File: src/design/iuvf_pkg.sv
// Constants and types for the input-undervoltage fault response block.
// Assumes a 25 MHz system clock and linear-11 voltage words.
package iuvf_pkg;

  // ************************************************************
  // Command codes
  // ************************************************************
  localparam logic [7:0] CODE_FAULT_THRESHOLD = 8'h59;
  localparam logic [7:0] CODE_FAULT_ACTION = 8'h5a;

  // ************************************************************
  // Reset values and field positions
  // ************************************************************
  localparam logic [7:0] ACTION_RESET = 8'hbf;
  localparam logic [15:0] THRESHOLD_PRESET = 16'h0000;
  localparam int RESP_HI = 7;
  localparam int RESP_LO = 6;
  localparam int RETRY_HI = 5;
  localparam int RETRY_LO = 3;
  localparam int DELAY_HI = 2;
  localparam int DELAY_LO = 0;
  localparam logic [1:0] RESP_RETRY = 2'h2;
  localparam logic [1:0] RESP_WHILE_PRESENT = 2'h3;
  localparam logic [2:0] RETRY_NONE = 3'h0;
  localparam logic [2:0] RETRY_ALWAYS = 3'h7;

  // ************************************************************
  // Linear format and timing
  // ************************************************************
  localparam int FIX_FRAC = 8;
  localparam int FIX_W = 40;
  localparam int CLK_HZ = 25_000_000;
  localparam int RETRY_UNIT_MS = 35;
  localparam int RETRY_UNIT_CYC = RETRY_UNIT_MS * (CLK_HZ / 1000);
  localparam int TIMER_W = 24;

  // ************************************************************
  // Types
  // ************************************************************
  typedef enum logic [1:0] {
    ST_ON = 2'h0,
    ST_FAULT = 2'h1,
    ST_DELAY = 2'h3,
    ST_LOCK = 2'h2
  } iuvf_state_e;

  typedef struct packed {
    logic wr;
    logic rd;
    logic [7:0] code;
    logic [15:0] data;
  } iuvf_cmd_s;

endpackage

File: src/design/iuvf_fault_response.sv
// Input-undervoltage fault response: threshold, policy, retries.
// Assumes synchronous inputs and a linear-11 input voltage reading.
`timescale 1ns/1ns
`default_nettype none
module iuvf_fault_response #(
  parameter int RETRY_UNIT_CYC = iuvf_pkg::RETRY_UNIT_CYC
) (
  // Clock and reset
  input wire logic clk,
  input wire logic srst,
  // Command port
  input wire iuvf_pkg::iuvf_cmd_s cmd,
  input wire logic clearFaults,
  output logic [15:0] rdData,
  output logic rdValid,
  // Voltages
  input wire logic [15:0] vinReading,
  input wire logic [15:0] warnThreshold,
  input wire logic [15:0] strapLockout,
  // Power stage control
  input wire logic enableReq,
  input wire logic otherFault,
  output logic outputEnable,
  // Status
  output logic uvFaultFlag,
  output logic hostAlertLine_n
);

  // ************************************************************
  // Helpers
  // ************************************************************
  function automatic logic signed [iuvf_pkg::FIX_W-1:0] linToFix(input logic [15:0] w);
    logic signed [iuvf_pkg::FIX_W-1:0] m;
    logic signed [5:0] sh;
    logic signed [5:0] nsh;
    m = iuvf_pkg::FIX_W'(signed'(w[10:0]));
    sh = 6'(signed'(w[15:11])) + 6'sh08;
    nsh = -sh;
    if (sh >= 0) begin
      linToFix = m <<< sh[4:0];
    end else begin
      linToFix = m >>> nsh[4:0];
    end
  endfunction

  logic [15:0] threshold;
  logic [7:0] action;
  logic bootPending;
  iuvf_pkg::iuvf_state_e state;
  iuvf_pkg::iuvf_state_e next_state;
  logic uvNow;
  logic recovered;
  logic [1:0] resp;
  logic [2:0] retry;
  logic retryMode;
  logic timerStart;
  logic timerDone;
  logic [iuvf_pkg::TIMER_W-1:0] retryTarget;
  logic [iuvf_pkg::TIMER_W-1:0] dlyCnt;

  assign resp = action[iuvf_pkg::RESP_HI:iuvf_pkg::RESP_LO];
  assign retry = action[iuvf_pkg::RETRY_HI:iuvf_pkg::RETRY_LO];
  assign retryMode = (resp == iuvf_pkg::RESP_RETRY) && (retry == iuvf_pkg::RETRY_ALWAYS);
  assign uvNow = linToFix(vinReading) < linToFix(threshold);
  assign recovered = linToFix(vinReading) > linToFix(warnThreshold);
  assign retryTarget = iuvf_pkg::TIMER_W'(
      (32'(action[iuvf_pkg::DELAY_HI:iuvf_pkg::DELAY_LO]) + 32'h1) * 32'(RETRY_UNIT_CYC));

  // ************************************************************
  // Registers
  // ************************************************************
  always_ff @(posedge clk) begin
    if (srst) begin
      threshold <= iuvf_pkg::THRESHOLD_PRESET;
      action <= iuvf_pkg::ACTION_RESET;
      bootPending <= 1'b1;
    end else begin
      bootPending <= 1'b0;
      if (bootPending) begin
        threshold <= strapLockout;
      end else if (cmd.wr && cmd.code == iuvf_pkg::CODE_FAULT_THRESHOLD) begin
        threshold <= cmd.data;
      end
      if (cmd.wr && cmd.code == iuvf_pkg::CODE_FAULT_ACTION) begin
        action <= cmd.data[7:0];
      end
    end
  end

  always_ff @(posedge clk) begin
    if (srst) begin
      rdData <= 16'h0000;
      rdValid <= 1'b0;
    end else begin
      rdValid <= cmd.rd;
      if (cmd.rd) begin
        case (cmd.code)
          iuvf_pkg::CODE_FAULT_THRESHOLD: rdData <= threshold;
          iuvf_pkg::CODE_FAULT_ACTION: rdData <= {8'h00, action};
          default: rdData <= 16'h0000;
        endcase
      end
    end
  end

  // ************************************************************
  // Fault flag and alert
  // ************************************************************
  always_ff @(posedge clk) begin
    if (srst) begin
      uvFaultFlag <= 1'b0;
      hostAlertLine_n <= 1'b1;
    end else if (state == iuvf_pkg::ST_ON && uvNow) begin
      uvFaultFlag <= 1'b1;
      hostAlertLine_n <= 1'b0;
    end else if (clearFaults) begin
      uvFaultFlag <= 1'b0;
      hostAlertLine_n <= 1'b1;
    end
  end

  // ************************************************************
  // Response state machine
  // ************************************************************
  always_comb begin
    next_state = state;
    timerStart = 1'b0;
    case (state)
      iuvf_pkg::ST_ON: begin
        if (uvNow) begin
          if (resp == iuvf_pkg::RESP_WHILE_PRESENT || retryMode) begin
            next_state = iuvf_pkg::ST_FAULT;
          end else begin
            next_state = iuvf_pkg::ST_LOCK;
          end
        end
      end
      iuvf_pkg::ST_FAULT: begin
        if (!enableReq || otherFault) begin
          next_state = iuvf_pkg::ST_ON;
        end else if (recovered) begin
          if (resp == iuvf_pkg::RESP_WHILE_PRESENT) begin
            next_state = iuvf_pkg::ST_ON;
          end else if (retryMode) begin
            next_state = iuvf_pkg::ST_DELAY;
            timerStart = 1'b1;
          end else begin
            next_state = iuvf_pkg::ST_LOCK;
          end
        end
      end
      iuvf_pkg::ST_DELAY: begin
        if (!enableReq || otherFault) begin
          next_state = iuvf_pkg::ST_ON;
        end else if (timerDone) begin
          next_state = iuvf_pkg::ST_ON;
        end
      end
      iuvf_pkg::ST_LOCK: begin
        if (clearFaults) begin
          next_state = iuvf_pkg::ST_ON;
        end
      end
      default: next_state = iuvf_pkg::ST_LOCK;
    endcase
  end

  always_ff @(posedge clk) begin
    if (srst) begin
      state <= iuvf_pkg::ST_ON;
    end else begin
      state <= next_state;
    end
  end

  always_ff @(posedge clk) begin
    if (srst) begin
      outputEnable <= 1'b0;
    end else begin
      outputEnable <= (next_state == iuvf_pkg::ST_ON) && enableReq && !otherFault;
    end
  end

  iuvf_retry_timer u_timer (
    .clk(clk),
    .srst(srst),
    .start(timerStart),
    .target(retryTarget),
    .done(timerDone)
  );

  // ************************************************************
  // Checks
  // ************************************************************
  always_ff @(posedge clk) begin
    if (srst || state != iuvf_pkg::ST_DELAY) begin
      dlyCnt <= 24'h000000;
    end else begin
      dlyCnt <= dlyCnt + 24'h000001;
    end
  end
endmodule
`default_nettype wire

File: src/design/iuvf_retry_timer.sv
// Retry spacing timer for the undervoltage fault response.
// Assumes start is a one-cycle pulse and target is at least one.
`timescale 1ns/1ns
`default_nettype none
module iuvf_retry_timer (
  // Clock and reset
  input wire logic clk,
  input wire logic srst,
  // Control
  input wire logic start,
  input wire logic [iuvf_pkg::TIMER_W-1:0] target,
  // Result
  output logic done
);

  logic [iuvf_pkg::TIMER_W-1:0] count;
  logic running;

  // ************************************************************
  // Down counter
  // ************************************************************
  always_ff @(posedge clk) begin
    if (srst) begin
      count <= 24'h000000;
      running <= 1'b0;
      done <= 1'b0;
    end else begin
      done <= 1'b0;
      if (start) begin
        count <= target - 24'h000001;
        running <= 1'b1;
      end else if (running) begin
        if (count == 24'h000000) begin
          running <= 1'b0;
          done <= 1'b1;
        end else begin
          count <= count - 24'h000001;
        end
      end
    end
  end

endmodule
`default_nettype wire

File: config.mk
export PLATFORM = sky130hd
export DESIGN_NAME = iuvf_fault_response
export DESIGN_NICKNAME = d
export VERILOG_FILES = /design/src/design/iuvf_pkg.sv /design/src/design/iuvf_fault_response.sv /design/src/design/iuvf_retry_timer.sv
export SDC_FILE = /design/constraint.sdc
export NUM_CORES = 1
export LEC_CHECK = 0
export ABC_AREA = 0
export ABC_CLOCK_PERIOD_IN_PS = 15900
export CORE_UTILIZATION = 50
export CTS_BUF_LIST = sky130_fd_sc_hd__clkbuf_16
export CTS_CLUSTER_DIAMETER = 40
export CTS_CLUSTER_SIZE = 24
export DETAILED_ROUTE_END_ITERATION = 7
export DONT_BUFFER_PORTS = 1
export SYNTH_ARGS = -nofsm -noshare
export SYNTH_HDL_FRONTEND = slang
export SYNTH_SLANG_ARGS = --single-unit
File: constraint.sdc
create_clock -name clk -period 15.9 [get_ports clk]
set_input_delay 0.795 -clock clk [delete_from_list [all_inputs] [get_ports clk]]
set_output_delay 0.795 -clock clk [all_outputs]
set_load 0.05 [all_outputs]
==> results of run 1 <==
-- sequential cells by signal, summed over array words and instances (netlist names) --
name	cells
action	8
bootPending	1
hostAlertLine_n	1
outputEnable	1
rdData	16
rdValid	1
state	2
threshold	16
u_timer.count	24
u_timer.done	1
u_timer.running	1
uvFaultFlag	1
-- per-stage QoR --
stage / hold slack, ns / utilization [%]
floorplan: 0.461 / -
global placement: 0.469 / 51.2
detailed placement: 0.479 / 51.2
CTS: 0.483 / 52.5
global route: 0.475 / 52.5
finish: 0.485 / 52.5
-- worst register-to-register path, stage by stage, from the launching register on --
cell and delay, ns:
dfxtp_1 0.82, inv_1 0.43, ha_1 0.75, xnor2_1 0.12
a31oi_1 0.57, inv_1 0.19, o21ai_0 0.38, a21oi_1 0.07
a21oi_1 0.17, ha_1 0.27, o21a_1 0.17, o21ai_0 0.24
a221oi_1 0.09, a2111oi_0 0.88, o2111ai_1 0.23, nand2b_1 0.21
o21ai_0 0.11
-- per-layer routing --
layer	global-route usage, %	vias up
li1	-	5521
met1	38.9	5102
met2	48.0	385
met3	4.55	55
met4	8.51	0
met5	0	-
-- kinds of logic after synthesis --
| logic type | count (synthesis) | share of synthesized area, % |
|---|---|---|
| adders and majority gates | 120 | 13.9 |
| DFF | 73 | 13.0 |
| AOI/OAI and AO/OA | 481 | 27.9 |
| buffers and inverters | 131 | 4.65 |
| xor gates and xnor gates | 61 | 4.76 |
| muxes | 106 | 12.1 |
| and+or+nand+nor | 565 | 23.7 |
-- cell usage after synthesis, drive strengths merged, types with 7 or more instances --
| cell | number |
|---|---|
| a22o | 10 |
| a211oi | 40 |
| mux2 | 27 |
| a21o | 23 |
| buf | 22 |
| o31ai | 11 |
| o21ai | 101 |
| ha | 113 |
| nand2b | 27 |
| mux2i | 58 |
| or3 | 9 |
| inv | 31 |
| nand2 | 169 |
| a311oi | 7 |
| clkbuf | 74 |
| nor3 | 26 |
| or2 | 8 |
| a22oi | 20 |
| nand3b | 11 |
| a31oi | 11 |
| dfxtp | 73 |
| o211ai | 18 |
| nand3 | 54 |
| xor2 | 22 |
| xnor2 | 39 |
| o22ai | 8 |
| a21oi | 165 |
| and3 | 8 |
| nor2 | 169 |
| o21a | 12 |
| and2 | 13 |
| mux4 | 21 |
| a221oi | 11 |
| fa | 7 |
| nand4 | 20 |
| nor2b | 27 |
-- final cells by class --
| cell class | count | area, um^2 | area share, % |
|---|---|---|---|
| Multi-Input combinational cell | 1333 | 9240 | 80.4 |
| Sequential cell | 73 | 1460 | 12.7 |
| Tap cell | 280 | 350 | 3.05 |
| Clock buffer | 9 | 225 | 1.96 |
| Inverter | 35 | 131 | 1.14 |
| Clock inverter | 6 | 43.8 | 0.381 |
| Timing Repair Buffer | 5 | 37.5 | 0.327 |
-- power by group through the flow --
stage	combinational [uW]	sequential, uW	clock [uW]
6_report	362	226	182
5_1_grt	404	228	194
4_1_cts	357	226	187
3_5_place_dp	355	230	0
3_3_place_gp	353	230	0
2_1_floorplan	294	221	0
-- path summary, 6_finish.rpt --
path	start	end	slack, ns	depth (start not counted)
max reg2reg	threshold[14]$_SDFFE_PP0P_	hostAlertLine_n$_SDFFE_PP1P_	10.05	16
min	action[4]$_SDFFE_PP1P_	action[4]$_SDFFE_PP1P_	0.49	2
max	threshold[14]$_SDFFE_PP0P_	hostAlertLine_n$_SDFFE_PP1P_	10.05	16
min reg2reg	action[4]$_SDFFE_PP1P_	action[4]$_SDFFE_PP1P_	0.49	2
==> out/qor.yml, run 1 <==
run_status:
  status: "complete, no violations"
grt:
  antenna_found_initial: 0
  grt_util_all_layers_pct: 29.1
  grt_max_degree: 62
  grt_pass1_wl_mm: 53.2
  grt.overflow.total: 0
  grt_pass1_vias: 10131
drt:
  num_vias: 11063
  dr.first_iter.drc_count: 862
  drcViolationCount: 0
  met3WireLength_mm: 2.22
  top_layer: "met4"
  wl_met2_mm: 15.6
  antenna_left: 0
  wirelength_mm: 33.4
  dr.pass1.iters: 5
  routed_via_density: 6.35
  wire_per_inst_um: 19.2
  wl_met1_mm: 14.8
worst_setup_path:
  required_ns: 16.08
  crit_buf_inv: 2
  worstPathMaxFanout: 21
  cpMaxStageDelayCell: "a2111oi_0"
  crit_chain: "inv_1 > ha_1 > xnor2_1 > a31oi_1 > inv_1 > o21ai_0 > a21oi_1 > a21oi_1 > ha_1 > o21a_1 > o21ai_0 > a221oi_1 > a2111oi_0 > o2111ai_1 > nand2b_1 > o21ai_0"
  crit_family: "compound AO/OA/AOI/OAI gates"
  start_kind: "flip-flop"
  cpMostUsedCell: "o21ai_0"
  end_kind: "flip-flop"
  crit_arrival_ns: 6.03
  critical_path_class: "flip-flop to flip-flop"
  worst_path_largest_cell_delay_ns: 0.88
final_layout:
  final_cell_mix: "169 x nor2_1, 169 x nand2_1, 165 x a21oi_1"
  layoutNonFillerInstCount: 1741
  nNetsFinal: 1656
  drive_gt1_share_pct: 6.98
  num_antenna_cells: 0
  num-fill-cells: 2176
  syn_to_final_growth_pct: 2.42
  design_area_mm2: 0.0115
clock_tree:
  cts-root-buf: "clkbuf_16"
  clk_path_buf_depth: 2
  cts_tree: "yes"
  clock_sinks: 73
  clkLatencyLatePin_ns: 0.33
  clkTransAtPathRegs_ns: 0.06
  cts_resized: 0
  cts_buffers: 9
  cts_setup_buffers: 0
  htree_levels: 3
  holdBufCountCts: 0
synth:
  postSynthAreaPerCell_um2: 7.30
  async_flop_share_pct: 0
  yosysTopAreaCell: "dfxtp_1"
  ys_ff_latch: 73
  yosysWarningCount: 0
  netlist_instances: 1537
  netlist_top_cells_area: "dfxtp_1 13%, ha_1 13%, a21oi_1 7.4%, nand2_1 5.7%, nor2_1 5.7%"
  ys_seq_area_share_pct: 13.0
  synth_fp_nets: 1736
  yosys_most_used_dff: "dfxtp_1"
  synth_cell_type_count: 75
  synth.top_cell.area_share_pct: 13.0
  synth_edf_count: 0
  syn_area_mm2: 0.0112
floorplanning:
  num_rows: 54
  initial_core_util_pct: 51.2
  fp.dieArea_mm2: 0.0230
  die_y_um: 152
  ioPinCount: 99
  core_mm2: 0.0219
  dieWidth_um: 152
place:
  place_inst: 1726
  dp_hpwl_mm: 26.2
  gp_congestion: 0.945
  placed_cell_area_mm2: 0.0112
  dp_slack_ns: 10.12
  io_buffers: 0
sta:
  slew_violations: 0
  setup_viol: 0
  tightest_slew_ns: 1.10
  fin_skew_ns: 0.00811
  final.setup.worst_slack_ns: 10.05
  relSlewSlack_pct: 26.5
  period_needed_ns: 5.85
  rsz0062_at_grt: "no"
  post-route-period-util_pct: 36.8
  hold_viol: 0
  fmax_mhz: 171
  tns_ns: 0
power:
  max-vdd-ir-drop_v: 0.0000648
  seqPwrFrac_pct: 29.4
  comb_power_share_pct: 47.0
  leakage_uw: 0.00456
  power.density_mw_per_mm2: 67.0
  pwr-share-clk_pct: 23.6
  internal-power_uw: 451
  total_power_uw: 770
  swShare_pct: 41.4
  p_sw_uw: 318
worst_hold_path:
  worstHoldPathType: "flip-flop to flip-flop"
job:
  drv_cap: 0
(Power assumes the default switching activity.)
==> run 2, diff against run 1 <==
--- a/config.mk
+++ b/config.mk
@@ -6,7 +6,7 @@
 export NUM_CORES = 1
 export LEC_CHECK = 0
 export ABC_AREA = 0
-export ABC_CLOCK_PERIOD_IN_PS = 15900
+export ABC_CLOCK_PERIOD_IN_PS = 6000
 export CORE_UTILIZATION = 50
 export CTS_BUF_LIST = sky130_fd_sc_hd__clkbuf_16
 export CTS_CLUSTER_DIAMETER = 40
==> constraint.sdc (replaced) <==
create_clock -name clk -period 6 [get_ports clk]
set_input_delay 0.3 -clock clk [delete_from_list [all_inputs] [get_ports clk]]
set_output_delay 0.3 -clock clk [all_outputs]
set_load 0.05 [all_outputs]
==> run 2 against run 1 <==
Against the previous run: global-route usage up 0.21 points; count of clock-buffer cells in the layout unchanged; critical path type unchanged; clock skew up 0.0026 ns; largest power group unchanged; utilization up 0.31 points; largest cell class unchanged; critical path depth down 1; first-iteration DRC count down 1.5%; routed wire length up 0.34%.
==> out/qor.yml, run 2 (synthesized netlist as in run 1, its figures left out) <==
sta:
  fin_skew_ns: 0.0107  # +0.00260 ns
  relSlewSlack_pct: 23.0  # -3.5 points
  setup_viol: 0  # unchanged
  hold_viol: 0  # unchanged
  post-route-period-util_pct: 91.9  # +55 points
  rsz0062_at_grt: "no"
  final.setup.worst_slack_ns: 0.487  # -9.56 ns
  fmax_mhz: 181  # +6.1%
  tns_ns: 0  # unchanged
  tightest_slew_ns: 1.15  # +0.0521 ns
  hold_ws_ns: 0.0254  # -0.460 ns
  slew_violations: 0  # unchanged
  period_needed_ns: 5.51  # -0.339 ns
clock_tree:
  cts-root-buf: "clkbuf_16"
  clkTransAtPathRegs_ns: 0.06  # about the same
  clock_sinks: 73  # unchanged
  cts_tree: "yes"
  htree_levels: 3  # unchanged
  cts_buffers: 9  # unchanged
  clkLatencyLatePin_ns: 0.34  # about the same
  clk_path_buf_depth: 2  # unchanged
  cts_resized: 0  # unchanged
worst_setup_path:
  reg2reg_slack_ns: 0.49  # -9.56 ns
  r2r_cells: 15  # -1
  rr_startpoint: "action[0]$_SDFFE_PP1P_"
  end_kind: "flip-flop"
  r2r_end: "u_timer.count[17]$_SDFFE_PP0P_"
  start_kind: "flip-flop"
  cp-startpoint: "action[0]$_SDFFE_PP1P_"
  critical_path_class: "flip-flop to flip-flop"
  worstPathMaxFanout: 10  # -52%
  critical_path.endpoint: "u_timer.count[17]$_SDFFE_PP0P_"
  required_ns: 6.25  # -9.83 ns
  crit_arrival_ns: 5.77  # -0.26 ns
power:
  power.density_mw_per_mm2: 178  # +170%
  max-vdd-ir-drop_v: 0.000215  # +230%
  leakage_uw: 0.00460  # +0.81%
floorplanning:
  initial_core_util_pct: 51.2  # unchanged
  num_rows: 54  # unchanged
  dieWidth_um: 152  # unchanged
  ioPinCount: 99  # unchanged
  die_y_um: 152  # unchanged
  fp.dieArea_mm2: 0.0230  # unchanged
  core_mm2: 0.0219  # unchanged
grt:
  grt_pass1_vias: 10271  # +1.4%
  grt_pass1_wl_mm: 53.6  # +0.75%
  antenna_found_initial: 0  # unchanged
  grt.overflow.total: 0  # unchanged
  grt_util_all_layers_pct: 29.3  # +0.21 points
  grt_max_degree: 62  # unchanged
final_layout:
  top_regs: "u_timer.count x24, rdData x16, threshold x16"
  regMostFlops: "u_timer.count"
  largest_reg_flops: 24  # unchanged
  post-route-util_pct: 52.8  # +0.31 points
  nNetsFinal: 1663  # +0.42%
  syn_to_final_growth_pct: 3.02
  num_antenna_cells: 0  # unchanged
  drive_gt1_share_pct: 7.36  # +0.38 points
  final_cell_mix: "169 x nor2_1, 169 x nand2_1, 165 x a21oi_1"
drt:
  wirelength_mm: 33.5  # +0.34%
  dr.pass1.iters: 5  # unchanged
  routed_via_density: 6.34  # -0.26%
  wire_per_inst_um: 19.2  # about the same
  dr.first_iter.drc_count: 849  # -1.5%
  drcViolationCount: 0  # unchanged
  antenna_left: 0  # unchanged
  num_vias: 11079  # +0.14%
job:
  drv_cap: 0  # unchanged
place:
  dp_hpwl_mm: 26.2  # -0.19%
  io_buffers: 0  # unchanged
  dp_slack_ns: 0.501  # -9.62 ns
  gp_congestion: 0.982  # +3.9%
worst_hold_path:
  worstHoldPathType: "input pin to flip-flop"
run_status:
  status: "complete, no violations"
run 2: changes by cell type in the layout (fill, tap and decap cells not counted):
| cell | change |
|---|---|
| buf_4 | +5 |
| buf_12 | +1 |
| clkinv_4 | -1 |
| dlygate4sd3_1 | +1 |
| inv_6 | +1 |
run 2: worst min path at each step:
stage / slack (ns) / start / cells past startpoint / end
4_1_cts: 0.01 / srst / 1 / threshold[0]$_SDFFE_PP0P_
3_3_place_gp: 0.33 / srst / 0 / bootPending$_DFF_P_
3_5_place_dp: 0.33 / srst / 0 / bootPending$_DFF_P_
2_1_floorplan: 0.33 / srst / 0 / bootPending$_DFF_P_
6_report: 0.03 / srst / 1 / rdData[15]$_SDFFE_PP0P_
5_1_grt: 0.02 / srst / 1 / threshold[0]$_SDFFE_PP0P_
run 2: routing by layer:
metal,share of wire (%),global-route usage (%),wire length (um)
met2,46,47.8,15300
met3,6.2,3.77,2080
met4,2.7,9.06,905
met5,0,0,0
met1,46,40.0,15300
run 2: metrics by stage:
| step | total power (uW) | instance area, um^2 | instances |
|---|---|---|---|
| floorplan | 1370 | 11200 | 1537 |
| global placement | 1550 | 11300 | 1732 |
| detailed placement | 1560 | 11300 | 1732 |
| CTS | 2060 | 11600 | 1748 |
| global route | 2210 | 11600 | 1748 |
| finish | 2060 | 11600 | 1748 |
run 2: power by group:
group	leakage [uW]	total (uW)	switching, uW	internal [uW]
registers	0.000595	597	75.5	521
logic	0.00387	967	565	402
clock network	0.000132	496	216	280
total	0.00460	2060	857	1200
run 2: area by class of cell:
type	count	area, um^2
fillers	2163	10300
multi-input cells	1333	9240
flip-flops and latches	73	1460
well taps	280	350
clock buffers	9	225
inverters	35	131
repair buffers	12	105
clock inverters	6	43.8
run 2: critical path: stages (launching register included):
cell,delay (ns)
dfxtp_1,0.55
inv_1,0.33
ha_1,0.49
inv_1,0.14
fa_1,0.63
fa_1,0.50
ha_1,0.34
a211oi_1,0.32
o21bai_1,0.12
a21oi_1,0.18
xor2_1,0.12
or3_1,0.42
or4_1,0.51
or3_1,0.42
xnor2_1,0.15
a211oi_2,0.20
run 2: timing repair:
| action | in CTS | in global routing |
|---|---|---|
| hold endpoints to repair | 1 | 0 |
| buffers inserted | 0 | 0 |
| hold buffers | 1 | 0 |
